`config.mk`:
```
export PLATFORM = sky130hd
export DESIGN_NAME = spc_cmd_port
export DESIGN_NICKNAME = d
export VERILOG_FILES = /design/src/inc/spc_pkg.sv /design/src/spc_buf.sv /design/src/spc_cmd_port.sv
export VERILOG_INCLUDE_DIRS = /design/src /design/src/inc
export SDC_FILE = /design/constraint.sdc
export NUM_CORES = 1
export LEC_CHECK = 0
export BUFFER_PORTS_ARGS = -buffer_cell sky130_fd_sc_hd__buf_4
export CAP_MARGIN = 20
export CORE_MARGIN = 5
export CORE_UTILIZATION = 60
export DETAILED_ROUTE_END_ITERATION = 12
export PLACE_DENSITY = 0.8
export SLEW_MARGIN = 20
export SYNTH_ARGS = -nofsm -noshare
export SYNTH_HDL_FRONTEND = slang
export SYNTH_SLANG_ARGS = --single-unit
```
`constraint.sdc`:
```
create_clock -name mclk -period 5 [get_ports mclk]
set_input_delay 0.25 -clock mclk [delete_from_list [all_inputs] [get_ports mclk]]
set_output_delay 0.25 -clock mclk [all_outputs]
set_load 0.05 [all_outputs]
```
`src/inc/spc_cfg.svh`:
```
// Constants of the satellite pair command port: timing, characters, name table.
// Assumes a 10 MHz system clock; included by the package user files.
`ifndef SPC_CFG_SVH
`define SPC_CFG_SVH

// ----------------------------------------
// Clock and serial framing
// ----------------------------------------
`define SPC_CLK_HZ 10_000_000
`define SPC_BAUD 9600
`define SPC_BIT_CYC (`SPC_CLK_HZ / `SPC_BAUD)
`define SPC_HALF_CYC (`SPC_BIT_CYC / 2)
`define SPC_DATA_BITS 8

// ----------------------------------------
// Diagnostic period and tone detector
// ----------------------------------------
`define SPC_DIAG_MS 1000
`define SPC_TONE_HZ 22_000
`define SPC_TONE_WIN_US 1000
`define SPC_TONE_MIN_EDGES (`SPC_TONE_HZ / 1000 * `SPC_TONE_WIN_US / 1000 / 2)

// ----------------------------------------
// Characters
// ----------------------------------------
`define SPC_CH_CR 8'h0D
`define SPC_CH_LF 8'h0A
`define SPC_CH_SPACE 8'h20
`define SPC_CH_COMMA 8'h2C
`define SPC_CH_A 8'h41
`define SPC_CH_B 8'h42
`define SPC_CH_D 8'h44
`define SPC_CH_E 8'h45
`define SPC_CH_K 8'h4B
`define SPC_CH_O 8'h4F
`define SPC_CH_R 8'h52

// ----------------------------------------
// Command keywords, upper case, right aligned
// ----------------------------------------
`define SPC_NAME_LEN 10
`define SPC_KW_HALT 80'h0000_0000_0000_4841_4C54
`define SPC_KW_PAIR 80'h5341_5449_4E53_5441_4C4C
`define SPC_KW_TRACK 80'h0000_0000_0000_0000_404C
`define SPC_KW_RESTART 80'h0000_0000_0000_005A_4150
`define SPC_KW_NONE 80'h0000_0000_0000_4E4F_4E45
`define SPC_KW_SLOT_A 80'h0000_0000_0000_0000_0041
`define SPC_KW_SLOT_B 80'h0000_0000_0000_0000_0042

// ----------------------------------------
// Satellite library, index is the satellite id
// ----------------------------------------
`define SPC_LIB_N 17
`define SPC_LIB_0 80'h0000_0000_4153_5452_4131
`define SPC_LIB_1 80'h0000_0041_5354_5241_324E
`define SPC_LIB_2 80'h0000_0041_5354_5241_3253
`define SPC_LIB_3 80'h0000_4849_5350_4153_4154
`define SPC_LIB_4 80'h0000_0048_4F54_4249_5244
`define SPC_LIB_5 80'h0000_0000_5349_5249_5553
`define SPC_LIB_6 80'h0000_0000_0000_5448_4F52
`define SPC_LIB_7 80'h0000_0044_5353_5F31_3031
`define SPC_LIB_8 80'h0000_0044_5353_5F31_3130
`define SPC_LIB_9 80'h0000_0044_5353_5F31_3139
`define SPC_LIB_10 80'h0000_0045_4348_4F5F_3631
`define SPC_LIB_11 80'h0000_4543_484F_5F31_3130
`define SPC_LIB_12 80'h0000_4543_484F_5F31_3139
`define SPC_LIB_13 80'h0000_4543_484F_5F31_3438
`define SPC_LIB_14 80'h0045_5850_5245_5353_5655
`define SPC_LIB_15 80'h0000_0000_0055_5345_5231
`define SPC_LIB_16 80'h0000_0000_0055_5345_5232

// ----------------------------------------
// Factory default pairs and reset values
// ----------------------------------------
`define SPC_DEF_EU_A 5'h00
`define SPC_DEF_EU_B 5'h04
`define SPC_DEF_NA_A 5'h07
`define SPC_DEF_NA_B 5'h09
`define SPC_RST_ID 5'h00

`endif

```
`src/inc/spc_pkg.sv`:
```
// Types shared by the satellite pair command port files.
// Assumes nothing beyond a SystemVerilog compiler.
package spc_pkg;

    // ----------------------------------------
    // Modes and messages
    // ----------------------------------------
    typedef enum logic {
        SPC_MODE_TRACK,
        SPC_MODE_IDLE
    } spc_mode_t;

    typedef enum logic [1:0] {
        SPC_MSG_OK,
        SPC_MSG_ERR,
        SPC_MSG_DIAG
    } spc_msg_t;

    // ----------------------------------------
    // Carriers
    // ----------------------------------------
    typedef struct packed {
        logic [4:0] sat_a;
        logic [4:0] sat_b;
        logic single;
    } spc_pair_t;

    typedef struct packed {
        logic track_en;
        logic slot_b;
        logic [4:0] sat_id;
    } spc_track_t;

endpackage : spc_pkg

```
`src/spc_buf.sv`:
```
// Small FIFO between the message engine and the serial transmitter.
// Assumes one clock; both sides use valid and ready.
module spc_buf #(
    parameter int W = 8,
    parameter int DEPTH = 2
) (
    // Clock and reset
    input wire logic mclk,
    input wire logic arst_n,
    // Fill side
    input wire logic in_valid,
    output logic in_ready,
    input wire logic [W-1:0] in_data,
    // Drain side
    output logic out_valid,
    input wire logic out_ready,
    output logic [W-1:0] out_data
);
    localparam int AW = (DEPTH > 1) ? $clog2(DEPTH) : 1;

    logic [W-1:0] mem [DEPTH];
    logic [AW-1:0] wr_ptr;
    logic [AW-1:0] rd_ptr;
    logic [AW:0] count;
    logic push;
    logic pop;

    assign in_ready = (count != (AW+1)'(DEPTH));
    assign out_valid = (count != '0);
    assign out_data = mem[rd_ptr];
    assign push = in_valid && in_ready;
    assign pop = out_valid && out_ready;

    always_ff @(posedge mclk) begin
        if (push) begin
            mem[wr_ptr] <= in_data;
        end
    end

    always_ff @(posedge mclk or negedge arst_n) begin
        if (!arst_n) begin
            wr_ptr <= '0;
            rd_ptr <= '0;
            count <= '0;
        end else begin
            if (push) begin
                wr_ptr <= (wr_ptr == AW'(DEPTH - 1)) ? '0 : wr_ptr + 1'b1;
            end
            if (pop) begin
                rd_ptr <= (rd_ptr == AW'(DEPTH - 1)) ? '0 : rd_ptr + 1'b1;
            end
            count <= count + (AW+1)'(push) - (AW+1)'(pop);
        end
    end

endmodule : spc_buf

```
`src/spc_cmd_port.sv`:
```
// Command interpreter behind the antenna maintenance serial port.
// Assumes rxd, tone_in, region_na and fault are synchronous to mclk.
`include "spc_cfg.svh"
module spc_cmd_port #(
    parameter int DIAG_CYC = `SPC_DIAG_MS * (`SPC_CLK_HZ / 1000),
    parameter int TONE_WIN = `SPC_TONE_WIN_US * (`SPC_CLK_HZ / 1_000_000)
) (
    // Clock and reset
    input wire logic mclk,
    input wire logic arst_n,
    // Maintenance serial port
    input wire logic rxd,
    output logic txd,
    // Strap, receiver tone and fault inputs
    input wire logic region_na,
    input wire logic tone_in,
    input wire logic [7:0] fault,
    // Antenna control
    output spc_pkg::spc_pair_t pair,
    output spc_pkg::spc_track_t track,
    output logic restart_pulse
);
    localparam logic [10:0] BIT_CYC = 11'(`SPC_BIT_CYC - 1);
    localparam logic [10:0] HALF_CYC = 11'(`SPC_HALF_CYC - 1);
    localparam logic [79:0] LIB [`SPC_LIB_N] = '{`SPC_LIB_0, `SPC_LIB_1, `SPC_LIB_2, `SPC_LIB_3,
        `SPC_LIB_4, `SPC_LIB_5, `SPC_LIB_6, `SPC_LIB_7, `SPC_LIB_8, `SPC_LIB_9, `SPC_LIB_10,
        `SPC_LIB_11, `SPC_LIB_12, `SPC_LIB_13, `SPC_LIB_14, `SPC_LIB_15, `SPC_LIB_16};

    typedef enum logic [1:0] {RX_IDLE, RX_START, RX_DATA, RX_STOP} spc_rx_t;

    // ----------------------------------------
    // Serial receiver
    // ----------------------------------------
    spc_rx_t rx_st;
    logic [10:0] rx_cnt;
    logic [2:0] rx_bit;
    logic [7:0] rx_sh;
    logic rx_valid;
    logic rx_ferr;

    always_ff @(posedge mclk or negedge arst_n) begin
        if (!arst_n) begin
            rx_st <= RX_IDLE;
            rx_cnt <= 11'h000;
            rx_bit <= 3'h0;
            rx_sh <= 8'h00;
            rx_valid <= 1'b0;
            rx_ferr <= 1'b0;
        end else begin
            rx_valid <= 1'b0;
            rx_ferr <= 1'b0;
            if (rx_st != RX_IDLE && rx_cnt != 11'h000) begin
                rx_cnt <= rx_cnt - 11'h001;
            end else begin
                case (rx_st)
                    RX_IDLE: begin
                        if (!rxd) begin
                            rx_st <= RX_START;
                            rx_cnt <= HALF_CYC;
                        end
                    end
                    RX_START: begin
                        rx_st <= rxd ? RX_IDLE : RX_DATA;
                        rx_cnt <= BIT_CYC;
                        rx_bit <= 3'h0;
                    end
                    RX_DATA: begin
                        rx_sh <= {rxd, rx_sh[7:1]};
                        rx_cnt <= BIT_CYC;
                        rx_bit <= rx_bit + 3'h1;
                        if (rx_bit == 3'(`SPC_DATA_BITS - 1)) begin
                            rx_st <= RX_STOP;
                        end
                    end
                    RX_STOP: begin
                        rx_valid <= rxd;
                        rx_ferr <= !rxd;
                        rx_st <= RX_IDLE;
                    end
                    default: rx_st <= RX_IDLE;
                endcase
            end
        end
    end

    // ----------------------------------------
    // Line collector: up to three comma separated tokens
    // ----------------------------------------
    logic [7:0] ch;
    logic [79:0] tok [3];
    logic [1:0] ntok;
    logic [3:0] tlen;
    logic bad;
    logic eval;

    assign ch = (rx_sh >= 8'h61 && rx_sh <= 8'h7A) ? rx_sh - 8'h20 : rx_sh;

    always_ff @(posedge mclk or negedge arst_n) begin
        if (!arst_n) begin
            tok <= '{3{80'h0000_0000_0000_0000_0000}};
            ntok <= 2'h0;
            tlen <= 4'h0;
            bad <= 1'b0;
            eval <= 1'b0;
        end else begin
            eval <= 1'b0;
            if (eval) begin
                tok <= '{3{80'h0000_0000_0000_0000_0000}};
                ntok <= 2'h0;
                tlen <= 4'h0;
                bad <= 1'b0;
            end else if (rx_ferr) begin
                bad <= 1'b1;
            end else if (rx_valid) begin
                if (ch == `SPC_CH_CR) begin
                    eval <= 1'b1;
                end else if (ch == `SPC_CH_COMMA) begin
                    bad <= bad || (ntok == 2'h2);
                    ntok <= (ntok == 2'h2) ? ntok : ntok + 2'h1;
                    tlen <= 4'h0;
                end else if (ch != `SPC_CH_LF && ch != `SPC_CH_SPACE) begin
                    if (tlen == 4'(`SPC_NAME_LEN)) begin
                        bad <= 1'b1;
                    end else begin
                        tok[ntok] <= {tok[ntok][71:0], ch};
                        tlen <= tlen + 4'h1;
                    end
                end
            end
        end
    end

    // ----------------------------------------
    // Command decode
    // ----------------------------------------
    function automatic logic [5:0] lib_find(input logic [79:0] name);
        logic [5:0] r;
        r = 6'h00;
        for (int i = 0; i < `SPC_LIB_N; i++) begin
            if (name == LIB[i]) begin
                r = {1'b1, 5'(i)};
            end
        end
        return r;
    endfunction : lib_find

    spc_pkg::spc_mode_t mode;
    logic booted;
    logic slot_b;
    logic [5:0] find_a;
    logic [5:0] find_b;
    logic b_none;
    logic cmd_halt;
    logic cmd_pair;
    logic cmd_sel;
    logic cmd_restart;

    assign find_a = lib_find(tok[1]);
    assign find_b = lib_find(tok[2]);
    assign b_none = (tok[2] == `SPC_KW_NONE);
    assign cmd_halt = eval && !bad && ntok == 2'h0 && tok[0] == `SPC_KW_HALT;
    assign cmd_pair = eval && !bad && ntok == 2'h2 && tok[0] == `SPC_KW_PAIR
        && mode == spc_pkg::SPC_MODE_IDLE && find_a[5] && (find_b[5] || b_none);
    assign cmd_sel = eval && !bad && ntok == 2'h1 && tok[0] == `SPC_KW_TRACK
        && (tok[1] == `SPC_KW_SLOT_A || (tok[1] == `SPC_KW_SLOT_B && !pair.single));
    assign cmd_restart = eval && !bad && ntok == 2'h0 && tok[0] == `SPC_KW_RESTART;

    // Factory default on the first edge after reset, then on pair commands
    always_ff @(posedge mclk or negedge arst_n) begin
        if (!arst_n) begin
            pair <= '{sat_a: `SPC_RST_ID, sat_b: `SPC_RST_ID, single: 1'b0};
            booted <= 1'b0;
        end else begin
            booted <= 1'b1;
            if (!booted) begin
                pair.sat_a <= region_na ? `SPC_DEF_NA_A : `SPC_DEF_EU_A;
                pair.sat_b <= region_na ? `SPC_DEF_NA_B : `SPC_DEF_EU_B;
                pair.single <= 1'b0;
            end else if (cmd_pair) begin
                pair.sat_a <= find_a[4:0];
                pair.sat_b <= b_none ? find_a[4:0] : find_b[4:0];
                pair.single <= b_none;
            end
        end
    end

    always_ff @(posedge mclk or negedge arst_n) begin
        if (!arst_n) begin
            mode <= spc_pkg::SPC_MODE_TRACK;
            restart_pulse <= 1'b0;
        end else begin
            restart_pulse <= cmd_restart;
            if (cmd_halt) begin
                mode <= spc_pkg::SPC_MODE_IDLE;
            end else if (cmd_sel || cmd_restart) begin
                mode <= spc_pkg::SPC_MODE_TRACK;
            end
        end
    end

    // ----------------------------------------
    // Tone detector: rising edges counted per window
    // ----------------------------------------
    logic tone_prev;
    logic [$clog2(TONE_WIN+1)-1:0] win_cnt;
    logic [7:0] edge_cnt;
    logic tone_now;
    logic tone_seen;

    always_ff @(posedge mclk or negedge arst_n) begin
        if (!arst_n) begin
            tone_prev <= 1'b0;
            win_cnt <= '0;
            edge_cnt <= 8'h00;
            tone_now <= 1'b0;
            tone_seen <= 1'b0;
        end else begin
            tone_prev <= tone_in;
            tone_seen <= tone_now;
            if (win_cnt == $bits(win_cnt)'(TONE_WIN - 1)) begin
                win_cnt <= '0;
                edge_cnt <= 8'h00;
                tone_now <= (edge_cnt >= 8'(`SPC_TONE_MIN_EDGES));
            end else begin
                win_cnt <= win_cnt + 1'b1;
                if (tone_in && !tone_prev && edge_cnt != 8'hFF) begin
                    edge_cnt <= edge_cnt + 8'h01;
                end
            end
        end
    end

    always_ff @(posedge mclk or negedge arst_n) begin
        if (!arst_n) begin
            slot_b <= 1'b0;
        end else if (cmd_sel) begin
            slot_b <= (tok[1] == `SPC_KW_SLOT_B);
        end else if (cmd_pair && b_none) begin
            slot_b <= 1'b0;
        end else if (mode == spc_pkg::SPC_MODE_TRACK && tone_now != tone_seen && !pair.single) begin
            slot_b <= tone_now;
        end
    end

    always_ff @(posedge mclk or negedge arst_n) begin
        if (!arst_n) begin
            track <= '{track_en: 1'b0, slot_b: 1'b0, sat_id: `SPC_RST_ID};
        end else begin
            track.track_en <= booted && mode == spc_pkg::SPC_MODE_TRACK;
            track.slot_b <= slot_b;
            track.sat_id <= slot_b ? pair.sat_b : pair.sat_a;
        end
    end

    // ----------------------------------------
    // Message engine: answers and periodic diagnostics
    // ----------------------------------------
    logic resp_pend;
    spc_pkg::spc_msg_t resp_kind;
    logic diag_pend;
    logic [$clog2(DIAG_CYC+1)-1:0] diag_cnt;
    logic msg_busy;
    spc_pkg::spc_msg_t msg_kind;
    logic [2:0] msg_idx;
    logic [7:0] msg_fault;
    logic [7:0] msg_data;
    logic msg_last;
    logic msg_start;
    logic buf_ready;
    logic tx_valid;
    logic [7:0] tx_data;
    logic [9:0] tx_sh;
    logic [3:0] tx_bits;
    logic [10:0] tx_cnt;

    function automatic logic [7:0] hex(input logic [3:0] n);
        return (n < 4'hA) ? 8'h30 + 8'(n) : 8'h37 + 8'(n);
    endfunction : hex

    always_comb begin
        msg_data = `SPC_CH_LF;
        case (msg_idx)
            3'h0: msg_data = (msg_kind == spc_pkg::SPC_MSG_OK) ? `SPC_CH_O
                : (msg_kind == spc_pkg::SPC_MSG_ERR) ? `SPC_CH_E : `SPC_CH_D;
            3'h1: msg_data = (msg_kind == spc_pkg::SPC_MSG_OK) ? `SPC_CH_K
                : (msg_kind == spc_pkg::SPC_MSG_ERR) ? `SPC_CH_R : hex(msg_fault[7:4]);
            3'h2: msg_data = (msg_kind == spc_pkg::SPC_MSG_DIAG) ? hex(msg_fault[3:0]) : `SPC_CH_CR;
            3'h3: msg_data = (msg_kind == spc_pkg::SPC_MSG_DIAG) ? `SPC_CH_CR : `SPC_CH_LF;
            default: msg_data = `SPC_CH_LF;
        endcase
    end

    assign msg_last = (msg_idx == ((msg_kind == spc_pkg::SPC_MSG_DIAG) ? 3'h4 : 3'h3));
    assign msg_start = !msg_busy && (resp_pend || diag_pend);

    always_ff @(posedge mclk or negedge arst_n) begin
        if (!arst_n) begin
            resp_pend <= 1'b0;
            resp_kind <= spc_pkg::SPC_MSG_OK;
        end else if (eval) begin
            resp_pend <= 1'b1;
            resp_kind <= (cmd_halt || cmd_pair || cmd_sel || cmd_restart)
                ? spc_pkg::SPC_MSG_OK : spc_pkg::SPC_MSG_ERR;
        end else if (msg_start) begin
            resp_pend <= 1'b0;
        end
    end

    always_ff @(posedge mclk or negedge arst_n) begin
        if (!arst_n) begin
            diag_pend <= 1'b0;
            diag_cnt <= '0;
        end else begin
            diag_cnt <= (diag_cnt == $bits(diag_cnt)'(DIAG_CYC - 1)) ? '0 : diag_cnt + 1'b1;
            if (booted && diag_cnt == $bits(diag_cnt)'(DIAG_CYC - 1)) begin
                diag_pend <= 1'b1;
            end else if (msg_start && !resp_pend) begin
                diag_pend <= 1'b0;
            end
        end
    end

    always_ff @(posedge mclk or negedge arst_n) begin
        if (!arst_n) begin
            msg_busy <= 1'b0;
            msg_kind <= spc_pkg::SPC_MSG_OK;
            msg_idx <= 3'h0;
            msg_fault <= 8'h00;
        end else if (msg_start) begin
            msg_busy <= 1'b1;
            msg_kind <= resp_pend ? resp_kind : spc_pkg::SPC_MSG_DIAG;
            msg_idx <= 3'h0;
            msg_fault <= fault;
        end else if (msg_busy && buf_ready) begin
            msg_idx <= msg_idx + 3'h1;
            msg_busy <= !msg_last;
        end
    end

    spc_buf #(.W(8), .DEPTH(2)) u_buf (
        .mclk(mclk),
        .arst_n(arst_n),
        .in_valid(msg_busy),
        .in_ready(buf_ready),
        .in_data(msg_data),
        .out_valid(tx_valid),
        .out_ready(tx_bits == 4'h0),
        .out_data(tx_data)
    );

    // ----------------------------------------
    // Serial transmitter, line idles high
    // ----------------------------------------
    assign txd = tx_sh[0];

    always_ff @(posedge mclk or negedge arst_n) begin
        if (!arst_n) begin
            tx_sh <= 10'h3FF;
            tx_bits <= 4'h0;
            tx_cnt <= 11'h000;
        end else if (tx_bits == 4'h0) begin
            if (tx_valid) begin
                tx_sh <= {1'b1, tx_data, 1'b0};
                tx_bits <= 4'hA;
                tx_cnt <= BIT_CYC;
            end
        end else if (tx_cnt != 11'h000) begin
            tx_cnt <= tx_cnt - 11'h001;
        end else begin
            tx_sh <= {1'b1, tx_sh[9:1]};
            tx_bits <= tx_bits - 4'h1;
            tx_cnt <= BIT_CYC;
        end
    end

endmodule : spc_cmd_port

```
* Yosys cells after proc, flatten, opt, wreduce, memory -nomap -nowiden
Memory sizes are Yosys's and may differ from the RTL's. Cells that the tools add are included.
Word-level totals: flip-flop bits (word level) 392, latch bits 0, memory bits (writable) 14, bits in read-only memories 0, bits of input ports 13, output and inout bits 20, word-level logic and storage cells 357, memories kept 1
Cells by class: add/subtract/negate cells 19, multipliers 0, div/mod/pow operators 0, $lt $le $gt $ge 7, equality and inequality tests 76, shift-type cells 0, muxes and demuxes 132, bitwise logic cells 3, reduce and logical (&&, ||, !) cells 77
Memories:
- u_buf.mem | depth 2, bits a word 7, read ports 1, clocked after memory_dff 0, write ports 1, RTL line spc_buf.sv:21 | logic [W-1:0] mem [DEPTH];
Operator list (count):
- 240-bit 2-to-1 mux | 7
- 80-bit by 55-bit equality test with 1-bit output, second input constant | 14
- 80-bit by 63-bit equality test with 1-bit output, second input constant | 8
- 80-bit by 31-bit equality test with 1-bit output, second input constant | 4
- 80-bit by 39-bit equality test with 1-bit output, second input constant | 4
- 80-bit by 47-bit equality test with 1-bit output, second input constant | 4
- 240-bit bitwise mux | 1
- 6-bit 2-to-1 mux | 34
- 80-bit binary-select mux with 2-bit select | 1
- 80-bit demux with 2-bit select | 1
- 80-bit by 7-bit equality test with 1-bit output, second input constant | 2
- 80-bit by 71-bit equality test with 1-bit output, second input constant | 2
- 72-bit 2-to-1 mux | 2
- 80-bit by 15-bit equality test with 1-bit output, second input constant | 1
- 80-bit by 23-bit equality test with 1-bit output, second input constant | 1
- 80-bit by 79-bit equality test with 1-bit output, second input constant | 1
- 80-bit 2-to-1 mux | 1
- 11-bit 2-to-1 mux | 7
- 4-bit 2-to-1 mux | 12
- 7-bit 2-to-1 mux | 5
- 1-bit 2-to-1 mux | 32
- 10-bit 2-to-1 mux | 3
- 6-bit by 4-bit adder with 7-bit output, first input constant | 4
- 1-bit logical AND | 28
- other kinds (63) | 135

* Depth between registers and ports, before layout
depth in word-level cells 24, depth in mapped cells 13, depth with buffers taken out 10

* By module
A second synthesis with hierarchy kept.
Second synthesis, totals: cell total of the unflattened synthesis 2227, area, all modules 22243.8 µm²
Modules (own cells, without submodules):
- spc_cmd_port | times used 1, cells an instance 2182, area an instance 21445.6 µm², seq. area each 9670.5 µm²
- spc_buf | times used 1, cells an instance 45, area an instance 798.3 µm², seq. area each 580.6 µm²

* Least setup slack after synthesis
No wires, ideal clock.
kind reg2reg, start register tok[17] in the netlist's numbering, end register pair[8] in the netlist's numbering, library setup time 70 ps, arrival 2974 ps, setup slack 1956 ps, cell stages (with the launch flop) 9, buffers on the path 1, clock period less this slack 3044 ps, cell sequence dfrtp_1 -> or4b_1 -> or4_4 -> or4_4 -> o2111ai_2 -> nor4_1 -> buf_6 -> or4_1 -> nand3_1
On the way: longest elaborated chain between the ends 21
Ends and longest elaborated chain:
- from (decl) | RTL line spc_cmd_port.sv:90 | logic [79:0] tok [3];
- from (signal assigned) | RTL line spc_cmd_port.sv:100 | tok <= '{3{80'h0000_0000_0000_0000_0000}};
- from (signal assigned) | RTL line spc_cmd_port.sv:108 | tok <= '{3{80'h0000_0000_0000_0000_0000}};
- from (signal, indexed assignment) | RTL line spc_cmd_port.sv:125 | tok[ntok] <= {tok[ntok][71:0], ch};
- 80-bit by 47-bit equality test with 1-bit output | RTL line spc_cmd_port.sv:140 | if (name == LIB[i]) begin
- 6-bit 2-to-1 mux (17 in a row) | RTL line spc_cmd_port.sv:140
- 1-bit logical OR (*) | RTL line spc_cmd_port.sv:163 | && mode == spc_pkg::SPC_MODE_IDLE && find_a[5] && (find_b[5] || b_none);
- 1-bit logical AND (*) | RTL line spc_cmd_port.sv:162 | assign cmd_pair = eval && !bad && ntok == 2'h2 && tok[0] == `SPC_KW_PAIR
- 2-bit by 1-bit inequality test with 1-bit output (no line) (*)
- to (signal assigned) | RTL line spc_cmd_port.sv:171 | pair <= '{sat_a: `SPC_RST_ID, sat_b: `SPC_RST_ID, single: 1'b0};
- to (decl) | RTL line spc_cmd_port.sv:19 | output spc_pkg::spc_pair_t pair,
Mark *: on every way between the ends. The rest lies on a longest branch, timed or not. A chain may end at the register's enable or synchronous reset.

* Final worst setup path
start register tok[77] in the netlist's numbering, end register pair[3] in the netlist's numbering
On the way: longest elaborated chain between the ends 21
Ends and longest elaborated chain (RTL line):
- 80-bit by 47-bit equality test with 1-bit output | spc_cmd_port.sv:140
- 6-bit 2-to-1 mux (17 in a row) | spc_cmd_port.sv:140
- 1-bit logical OR | spc_cmd_port.sv:163
- 1-bit logical AND | spc_cmd_port.sv:162
- 2-bit by 1-bit inequality test with 1-bit output (no line)
Parallel ways exist; a longest one is shown, timed or not. The select of a mux whose other input is x is not followed.

==> metrics.txt <==
area leader, netlist=dfrtp_1; # Max-Cap Violations=0; Synth top area share=a little over two fifths; clock transition at the registers of the reported paths=~0.06 ns; Unique masters post-synth=83; total die area=slightly above 0.04 mm^2; cells on worst reg2reg path=8; top-count cell post-synth=dfrtp_1; Post-CTS Setup Inserts=0; initial cell density of the core=approximately three fifths; setup TNS=0 ns; DRT Pass-1 Iters=6; synth warn=0; WP buf/inv=0; final hold violations=0; ys async rst share=between 90 and 100%; Top Ports=33; Sw Share=approximately 28%; gr ovfl total=0; Post-synth EDFFs=14; final WL=~77000 um; logic gate share of total power=between 10% and 20%; sequential area share after synthesis=roughly 46%; Critical Path Slowest Stage Cell=nor4_1; H-tree lvl count=2; routed len/inst=between 20 and 30 um; Final ANT Viol Nets=0; PD cells=334.8 mW/mm^2; ordered list of cells on the worst path=nor4_1 -> nand2b_1 -> nor4_2 -> nand2_1 -> a2111oi_0 -> o41ai_1 -> a2111oi_0 -> a211oi_1; Critical R2R Launch=tok[77]$_DFFE_PN0P_; Switching Power=0.002267 W; share of post-route cells with drive strength above 1=8.995%; half-perimeter wire length after placement=roughly 55000 um; Area contributors post-synth=dfrtp_1 43%, a22o_1 9.6%, mux2i_1 4.1%; fin. max-slew vios=0; clock latency on the worst-skew pair=a little under 0.6 ns; cts bufs inserted=between 40 and 50; Leakage Power=9.972 nW; via-per-instance ratio=~7.3; vias in the first global route=about 20000; initial antenna violation count=3; # DRC=0; CP Launch Type=flop; number of synthesized register bits=roughly 400; Syn Inst Count=2260; GR Util All Layers=~37%; CP most frequent cell=a2111oi_0; clock power share=about two fifths; hold_ws=approximately 0.33 ns; clk buf depth=3; worst path required time=5.44 ns; largest net degree at the start of global routing=139; WP data arrival=about 4.6 ns; Net Count, Synth=2302; Syn-to-layout area delta=10.76%; Crit Path Max Fanout=9; worst min-delay path class=primary input to asynchronous set/reset pin; unrepaired setup endpoints after global routing=no; Nets=around 2300; reg2reg setup slack=0.87 ns; Max Clk Rate=between 200 and 250 MHz; worst-margin pin slew=around 1.2 ns; Starting DRT DRC Count=approximately 2200; synthesized cell area=between 0.02 and 0.025 mm^2; slew margin rel.=approximately a fifth; Top delay family on crit path=simple AND/OR/NAND/NOR gates; clock root cell=clkbuf_16; Final GP Congestion=around 1.0; Setup Viol. Count Final=0; CTS Sinks=approximately 400; critical path type=flop to flop; first-pass GRT wire length=approximately 120000 um; DR vias=between 15000 and 20000; skew final=approximately 0.017 ns; CP peak stage delay=0.93 ns; status=completed; Row Count=70; P_int=0.005911 W; Peak VDD IR=between 0.4 and 0.5 mV; Reg power frac=approximately 44%; Synth top cells by count=381 x dfrtp_1, 242 x a22o_1, 237 x nand2_1; floorplan core area=0.03643 mm^2; CTS tree=built; Synth Flop Type=dfrtp_1; min cycle time layout=about 4.1 ns; final period utilization=~83%; die span in y=roughly 200 um; Crit. End Element=flop; die width=about 200 um; average cell area after synthesis=9.759 um^2; r2r endpoint=pair[3]$_DFFE_PN0P_; IO buf count=32
power by group through the flow:
| stage | Sequential [W] | Clock, W | Combinational [W] |
|---|---|---|---|
| after floorplan | 0.00366 | 0 | 0.000757 |
| after global placement | 0.00367 | 0 | 0.00102 |
| after detailed placement | 0.00368 | 0 | 0.00108 |
| after CTS | 0.00363 | 0.00347 | 0.00111 |
| after global routing | 0.00366 | 0.00362 | 0.00126 |
| final | 0.00364 | 0.00343 | 0.00111 |
timing repair:
item | in CTS | in global routing
resized for setup | 0 | 0
endpoints found under the hold margin | 90 | 0
hold buffers | 12 | 0
state kept, by name (all words and copies together), names as in the netlist, 4 cells and up, named ones only:
signal / flops
tok: 240
diag_cnt: 24
u_buf.mem: 14
win_cnt: 14
pair: 11
rx_cnt: 11
tx_cnt: 11
tx_sh: 9
edge_cnt: 8
msg_fault: 8
rx_sh: 8
track: 7
tlen: 4
tx_bits: 4
layout by cell type (no fill, tap or decap), types with 23 or more instances in the layout:
cell type and n:
mux2i_1 91, ha_1 29, inv_1 46, nand3_1 82, nor4b_1 28, dfrtp_1 379
a21oi_1 34, a22o_1 242, nor2b_1 33, xnor2_1 27, nor2_1 130, o21ai_0 134
buf_4 54, or4_1 29, nor4_1 72, nand2_1 237, clkbuf_16 47, nand4_1 98
nor3_1 74, nor4bb_1 23
stage by stage:
stage	instance area [um^2]	total power (W)	utilization (%)	setup slack, ns	std cells
after global placement	22740	0.004687	62.42	1.241	2655
after floorplan	22060	0.004415	-	1.956	2260
after CTS	24400	0.008201	66.98	1.062	2747
final	24430	0.008178	67.05	0.8673	2749
after detailed placement	22740	0.004768	62.42	1.082	2655
after global routing	24420	0.008535	67.03	0.6611	2747
routing by layer:
metal | routed length (um) | track usage [%]
met4 | 4132 | 17.24
met2 | 34470 | 57.37
met3 | 8322 | 9.927
met5 | 0 | 0
met1 | 29680 | 49.96
worst max path at each step:
stage                              startpoint             endpoint  slack [ns]  cells after the start
after floorplan           tok[17]$_DFFE_PN0P_  pair[8]$_DFFE_PN0P_        1.96                      8
after global placement    tok[77]$_DFFE_PN0P_  pair[3]$_DFFE_PN0P_        1.24                      8
after detailed placement  tok[77]$_DFFE_PN0P_  pair[3]$_DFFE_PN0P_        1.08                      8
after CTS                 tok[77]$_DFFE_PN0P_  pair[3]$_DFFE_PN0P_        1.06                      8
after global routing      tok[77]$_DFFE_PN0P_  pair[3]$_DFFE_PN0P_        0.66                      8
final                     tok[77]$_DFFE_PN0P_  pair[3]$_DFFE_PN0P_        0.87                      8
worst register-to-register path, delay by kind of cell (launching register included):
family	cells	cell delay, ns
AND/OR/NAND/NOR	4	2.17
flip-flops	1	0.39
AO/OA/AOI/OAI	4	1.43
logic make-up (layout without fill, tap and decap cells):
kind of cell	Yosys count	in the layout	share of synthesized area, %
other	1	3	0.01700
AOI/OAI and AO/OA	503	503	16.87
and+or+nand+nor	981	981	24.86
DFF	404	404	46.20
muxes	112	112	5.202
adders and majority gates	29	29	1.645
xor gates and xnor gates	48	48	1.906
buffers and inverters	182	201	3.296
final cells by class:
cell class | instances | area, um^2
diodes | 2 | 5.005
clock buffers | 66 | 1348
clock inverters | 14 | 191.4
fillers | 2784 | 12010
inverters | 46 | 172.7
multi-input cells | 1674 | 11230
flip-flops and latches | 404 | 10200
well taps | 468 | 585.6
repair buffers | 75 | 700.7
(Power assumes the default switching activity.)
